$ cat src/verilog/i2sc_regs.svh
`ifndef I2SC_REGS_SVH
`define I2SC_REGS_SVH
// Width of the baud reload value
`define I2SC_RELOAD_W      7
// Reset value of the baud rate counter
`define I2SC_COUNT_RST     7'h00
// Open-drain release level
`define I2SC_LINE_HIGH     1'b1
`endif

$ cat src/verilog/i2sc_pkg.sv
package i2sc_pkg;
	// Start generator states, one-hot
	typedef enum logic [3:0] {
		ST_IDLE  = 4'h1,
		ST_CHECK = 4'h2,
		ST_SDA   = 4'h4,
		ST_SCL   = 4'h8
	} i2sc_state_type;
endpackage

$ cat src/verilog/i2sc_start_hold.sv
`timescale 1ns/1ns
`include "i2sc_regs.svh"

// Notes on behaviour
// Hold clock low only after sampling it low
// Release held clock when release bit sets
// Watch both lines at the request and through the first count
// Either line low at start means collision
// Clock low before data driven is collision
// Collision aborts start, flags, returns idle
// Start on released lines, load reload value
// Data low in first count: drive early
// First count expires: drive data, reload
// Clock low in second count is fine
// Second count expiry drives clock low
// Simultaneous data-low starts are not collisions
// Counter decrements each cycle, expires at zero
module i2sc_start_hold #(
	parameter int RELOAD_W = `I2SC_RELOAD_W     // Reload width
) (
	input  wire logic                clk,                 // System clock
	input  wire logic                resetn,              // Async reset, active low
	input  wire logic                clk_en,              // Clock enable
	input  wire logic                start_req,           // Start request pulse
	input  wire logic [RELOAD_W-1:0] baud_reload_register, // Baud reload value
	input  wire logic                clock_release_bit,   // Clock release control
	input  wire logic                serial_data_pin_in,  // Data line level
	input  wire logic                serial_clock_pin_in, // Clock line level
	output logic                     serial_data_pin_out, // Data drive value
	output logic                     serial_data_pin_oe,  // Data drive enable
	output logic                     serial_clock_pin_out, // Clock drive value
	output logic                     serial_clock_pin_oe, // Clock drive enable
	output logic                     bus_collision_flag,  // Collision pulse
	output logic                     start_done,          // Start complete pulse
	output logic                     start_busy           // Start in progress
);

	// ----------------------------------------
	// Pin synchronisers
	// ----------------------------------------
	logic [1:0] sda_sync_reg;  // Data line stages
	logic [1:0] scl_sync_reg;  // Clock line stages
	logic       sda_s;         // Synchronised data
	logic       scl_s;         // Synchronised clock

	// Two-stage capture of both lines
	always_ff @(posedge clk or negedge resetn) begin
		if (!resetn) begin
			sda_sync_reg <= 2'h3;
			scl_sync_reg <= 2'h3;
		end else if (clk_en) begin
			sda_sync_reg <= {sda_sync_reg[0], serial_data_pin_in};
			scl_sync_reg <= {scl_sync_reg[0], serial_clock_pin_in};
		end
	end

	assign sda_s = sda_sync_reg[1];
	assign scl_s = scl_sync_reg[1];

	// ----------------------------------------
	// Start generator
	// ----------------------------------------
	i2sc_pkg::i2sc_state_type state_reg;  // Current state
	i2sc_pkg::i2sc_state_type state_next; // Next state
	logic [RELOAD_W-1:0]      cnt_reg;    // Baud rate counter
	logic [RELOAD_W-1:0]      cnt_next;   // Counter next
	logic                     sda_drv_reg;  // Start drives data low
	logic                     sda_drv_next; // Next value
	logic                     scl_drv_reg;  // Start drives clock low
	logic                     scl_drv_next; // Next value
	logic                     bcl_reg;    // Collision pulse
	logic                     bcl_next;   // Next value
	logic                     done_reg;   // Done pulse
	logic                     done_next;  // Next value
	logic                     busy_reg;   // Start in progress
	logic                     busy_next;  // Next value
	logic                     expired;    // Counter at zero

	// Counter expiry decode
	assign expired = (cnt_reg == RELOAD_W'(`I2SC_COUNT_RST));

	// Busy follows the next state so the output comes from a flop
	assign busy_next = (state_next != i2sc_pkg::ST_IDLE);

	// Next-state logic for the start sequence
	always_comb begin
		state_next   = state_reg;
		cnt_next     = cnt_reg;
		sda_drv_next = sda_drv_reg;
		scl_drv_next = scl_drv_reg;
		bcl_next     = 1'b0;
		done_next    = 1'b0;
		unique case (state_reg)
			i2sc_pkg::ST_IDLE: begin
				sda_drv_next = 1'b0;
				if (start_req) begin
					// Lines must both be released
					if (!sda_s || !scl_s) begin
						bcl_next = 1'b1;
					end else begin
						cnt_next   = baud_reload_register;
						state_next = i2sc_pkg::ST_CHECK;
					end
				end
			end
			i2sc_pkg::ST_CHECK: begin
				if (!scl_s && sda_s) begin
					// Another master drives a one
					bcl_next   = 1'b1;
					state_next = i2sc_pkg::ST_IDLE;
				end else if (!sda_s) begin
					// Another master began first
					cnt_next     = baud_reload_register;
					sda_drv_next = 1'b1;
					state_next   = i2sc_pkg::ST_SDA;
				end else if (expired) begin
					cnt_next     = baud_reload_register;
					sda_drv_next = 1'b1;
					state_next   = i2sc_pkg::ST_SDA;
				end else begin
					cnt_next = cnt_reg - 1'b1;
				end
			end
			i2sc_pkg::ST_SDA: begin
				// Clock low here is not a collision
				if (expired) begin
					scl_drv_next = 1'b1;
					done_next    = 1'b1;
					state_next   = i2sc_pkg::ST_SCL;
				end else begin
					cnt_next = cnt_reg - 1'b1;
				end
			end
			i2sc_pkg::ST_SCL: begin
				// Start complete; hand clock to hold logic
				scl_drv_next = 1'b0;
				state_next   = i2sc_pkg::ST_IDLE;
			end
		endcase
	end

	// Register the start sequence state
	always_ff @(posedge clk or negedge resetn) begin
		if (!resetn) begin
			state_reg   <= i2sc_pkg::ST_IDLE;
			cnt_reg     <= RELOAD_W'(`I2SC_COUNT_RST);
			sda_drv_reg <= 1'b0;
			scl_drv_reg <= 1'b0;
			bcl_reg     <= 1'b0;
			done_reg    <= 1'b0;
			busy_reg    <= 1'b0;
		end else if (clk_en) begin
			state_reg   <= state_next;
			cnt_reg     <= cnt_next;
			sda_drv_reg <= sda_drv_next;
			scl_drv_reg <= scl_drv_next;
			bcl_reg     <= bcl_next;
			done_reg    <= done_next;
			busy_reg    <= busy_next;
		end
	end

	// ----------------------------------------
	// Slave clock hold
	// ----------------------------------------
	logic hold_reg;  // Holding clock low
	logic hold_next; // Next value

	// Catch only a clock already low; free on release bit
	always_comb begin
		hold_next = hold_reg;
		if (clock_release_bit) begin
			hold_next = 1'b0;
		end else if (!scl_s) begin
			hold_next = 1'b1;
		end
	end

	// Register the hold state
	always_ff @(posedge clk or negedge resetn) begin
		if (!resetn) begin
			hold_reg <= 1'b0;
		end else if (clk_en) begin
			hold_reg <= hold_next;
		end
	end

	// ----------------------------------------
	// Output registers
	// ----------------------------------------
	logic scl_oe_reg; // Clock enable out
	logic sda_oe_reg; // Data enable out

	always_ff @(posedge clk or negedge resetn) begin
		if (!resetn) begin
			scl_oe_reg <= 1'b0;
			sda_oe_reg <= 1'b0;
		end else if (clk_en) begin
			scl_oe_reg <= scl_drv_next | hold_next;
			sda_oe_reg <= sda_drv_next;
		end
	end

	assign serial_clock_pin_oe  = scl_oe_reg;
	assign serial_data_pin_oe   = sda_oe_reg;
	assign serial_clock_pin_out = 1'b0;
	assign serial_data_pin_out  = 1'b0;
	assign bus_collision_flag   = bcl_reg;
	assign start_done           = done_reg;
	assign start_busy           = busy_reg;
endmodule

$ cat config.mk
export PLATFORM = sky130hd
export DESIGN_NAME = i2sc_start_hold
export DESIGN_NICKNAME = d
export VERILOG_FILES = /design/src/verilog/i2sc_pkg.sv /design/src/verilog/i2sc_start_hold.sv
export VERILOG_INCLUDE_DIRS = /design/src /design/src/verilog
export SDC_FILE = /design/constraint.sdc
export NUM_CORES = 1
export LEC_CHECK = 0
export ABC_CLOCK_PERIOD_IN_PS = 2600
export BUFFER_PORTS_ARGS = -buffer_cell sky130_fd_sc_hd__buf_2
export CORE_MARGIN = 8
export CORE_UTILIZATION = 45
export CTS_BUF_LIST = sky130_fd_sc_hd__clkbuf_16
export DETAILED_ROUTE_END_ITERATION = 8
export PLACE_DENSITY = 0.65
export SLEW_MARGIN = 10
export SYNTH_ARGS = -nofsm -noshare
export SYNTH_HDL_FRONTEND = slang
export SYNTH_SLANG_ARGS = --single-unit
$ cat constraint.sdc
create_clock -name clk -period 2.6 [get_ports clk]
set_input_delay 0 -clock clk [delete_from_list [all_inputs] [get_ports clk]]
set_output_delay 0 -clock clk [all_outputs]
set_load 0.03 [all_outputs]
==> results.json <==
{
  "status": "finished clean",
  "num_vias": 1158,
  "start_util": 0.465,
  "grt_setup_unrepaired": "no",
  "die_area_um2": 5180,
  "chipHeight_um": 72.0,
  "n_fill_cell": 281,
  "synthesis.area_um2": 1410,
  "ys_seq_elements": 22,
  "slew_viol_final": 0,
  "synth_top_cell_area_share": 0.302,
  "tritoncts": "built",
  "ctsResizeCount": 0,
  "path_max_fanout": 14,
  "n_antenna_cell": 0,
  "largest_reg_flops": 7,
  "peakVddDrop_v": 0.000455,
  "timing.final.ws_setup_ps": 318,
  "drive_above_1_share": 0.267,
  "synth_cell_types": 47,
  "seq_area_um2": 557,
  "max_slew_margin": 0.619,
  "clock_latency_ps": 260,
  "place_hpwl_um": 2130,
  "final_core_util": 0.540,
  "synth_area_leaders": "dfrtp_1, dfstp_2, mux2_2",
  "ctsHoldBuffers": 5,
  "cts.sinks": 22,
  "hold_slack_ps": 51.6,
  "postCtsSetupRepairBufs": 0,
  "max-cap-violations": 0,
  "crit_required_ps": 2770,
  "worst_pin_slew_ps": 569,
  "grt-ovfl-total": 0,
  "post-route-period-util": 0.878,
  "grt_max_degree": 23,
  "cts-buffers-inserted": 3,
  "viasPerCell": 5.65,
  "synthFlopType": "dfrtp_1",
  "preCtsSetupSlack_ps": 329,
  "holdPathEnd": "cnt_reg[0]",
  "ant_nets": 0,
  "crit_chain": "nor4b_2 > a21oi_1 > a211oi_4 > a21boi_1 > a2bb2oi_1",
  "synthArstFlopShare": 1.00,
  "place_inst": 196,
  "finish.cell_count_without_fillers": 205,
  "rr_startpoint": "state_reg[1]",
  "fin_tns_setup_ps": 0,
  "fp-row-count": 20,
  "cts-root-buf": "clkbuf_16",
  "r2r_setup_slack_ps": 320,
  "core_area_um2": 3030,
  "antenna_found_initial": 0,
  "finalWirelength_um": 3080,
  "synth_area_per_cell_um2": 9.78,
  "multi_input_area_um2": 751,
  "drt_iter0_markers": 68,
  "p_leak_nw": 0.659,
  "clkTransAtPathRegs_ps": 60,
  "worstReg2RegEnd": "cnt_reg[3]",
  "worstHoldStart": "baud_reload_register[0]",
  "crit_slowest_cell": "a211oi_4",
  "die_w_um": 72.0,
  "wl_per_cell_um": 15.0,
  "fin_worst_skew_ps": 4.42,
  "holdPathStages": 3,
  "dr.pass1.iters": 4,
  "cp-startpoint": "state_reg[1]",
  "clockBufferDepth": 2,
  "yosysSeqAreaShare": 0.395,
  "cts_htree_levels": 1,
  "drc": 0,
  "crit_type": "reg2reg",
  "place.gp.congestion": 0.822,
  "track_usage": 0.128,
  "io_buffers": 18,
  "design.portCount": 21,
  "finalSetupViolCount": 0,
  "fmax_mhz": 438,
  "grt_pass1_vias": 1191,
  "grt_pass1_wl_um": 5350,
  "final_hold_viol_count": 0,
  "endpoint_kind": "flip-flop",
  "final_net_count": 178,
  "worst_ep_arrival_time_ps": 2450,
  "reg2regPathDepth": 5,
  "synth_edf_count": 0,
  "finalCriticalPeriod_ps": 2280,
  "power_density_nw_per_um2": 1040,
  "yosysTopAreaCell": "dfrtp_1",
  "netlist_instances": 144,
  "startpoint_type": "flip-flop",
  "yosysWarnings": 0,
  "area.growth.synth_to_final_pct": 16.0,
  "crit_path_max_incr_delay_ps": 570,
  "hold_class": "in2reg"
}
-- power breakdown --
part,internal (mW),switching [mW]
clock network,0.306,0.129
logic,0.276,0.327
registers,0.474,0.183
total,1.06,0.640
-- worst max path at each step --
stage	end	slack [ps]	depth (start not counted)
6_report	cnt_reg[3]	320	5
5_1_grt	cnt_reg[3]	110	5
4_1_cts	cnt_reg[3]	310	5
3_5_place_dp	cnt_reg[5]	330	5
3_3_place_gp	cnt_reg[5]	350	5
2_1_floorplan	cnt_reg[5]	630	6
-- kinds of logic after synthesis --
logic type | after synthesis | synth area share
compound gates | 47 | 0.240
simple gates | 41 | 0.172
flops | 22 | 0.395
buf+inv | 18 | 0.0746
mux | 12 | 0.0915
fa+ha+maj | 2 | 0.0178
other cells | 1 | 0.00266
xor+xnor | 1 | 0.00622
-- metal layers --
| layer | vias to the layer above | part of all wire | wire [um] | global-route usage |
|---|---|---|---|---|
| li1 | 557 | - | - | - |
| met1 | 577 | 0.45 | 1380 | 0.151 |
| met2 | 20 | 0.49 | 1520 | 0.214 |
| met3 | 4 | 0.045 | 139 | 0.0399 |
| met4 | 0 | 0.012 | 37 | 0.0431 |
| met5 | - | 0 | 0 | 0 |
-- through the flow --
| stage | instance area [um^2] | power (mW) |
|---|---|---|
| floorplan | 1410 | 1.15 |
| global placement | 1480 | 1.22 |
| detailed placement | 1480 | 1.25 |
| CTS | 1630 | 1.70 |
| global route | 1630 | 1.81 |
| finish | 1630 | 1.70 |
-- cell type report --
cell class | instances | area share
clock inverter | 1 | 0.0184
sequential | 22 | 0.341
timing repair buffer | 23 | 0.0858
multi-input combinational | 105 | 0.459
clock buffer | 3 | 0.0459
inverter | 7 | 0.0161
tap | 44 | 0.0337
-- worst max-delay path, delay by kind of cell (launching register included) --
kind             cells  cell delay, ps
AO/OA/AOI/OAI        4            1180
flip-flops           1             520
AND/OR/NAND/NOR      1             500
-- cells in the final DEF (no fill, tap or decap), types with 4 or more instances in the layout --
master / count
a21oi_1: 8
mux2i_1: 5
mux2_2: 6
inv_1: 7
buf_2: 18
nor2_1: 11
dfrtp_1: 17
nand3_1: 5
o21ai_0: 10
dlygate4sd3_1: 5
nor3_1: 4
dfstp_2: 5
nand2_1: 6
-- Yosys cell counts, types with 2 or more instances --
| cell | count |
|---|---|
| nor2_1 | 11 |
| buf_4 | 2 |
| clkbuf_1 | 4 |
| or3_1 | 2 |
| mux2i_1 | 5 |
| mux2_2 | 6 |
| a22o_1 | 2 |
| a22oi_1 | 3 |
| o21ai_0 | 10 |
| buf_6 | 4 |
| a2bb2oi_1 | 3 |
| nor3_1 | 4 |
| nor4b_2 | 2 |
| nand3_1 | 5 |
| ha_1 | 2 |
| dfrtp_1 | 17 |
| nand4_1 | 2 |
| o211ai_1 | 2 |
| a31oi_1 | 2 |
| nand2b_1 | 3 |
| dfstp_2 | 5 |
| o21a_1 | 2 |
| nand2_1 | 6 |
| a21oi_1 | 8 |
| o21ai_1 | 2 |
| inv_1 | 7 |
| a21boi_1 | 3 |
Note: power is estimated with default switching activity, not from simulation.
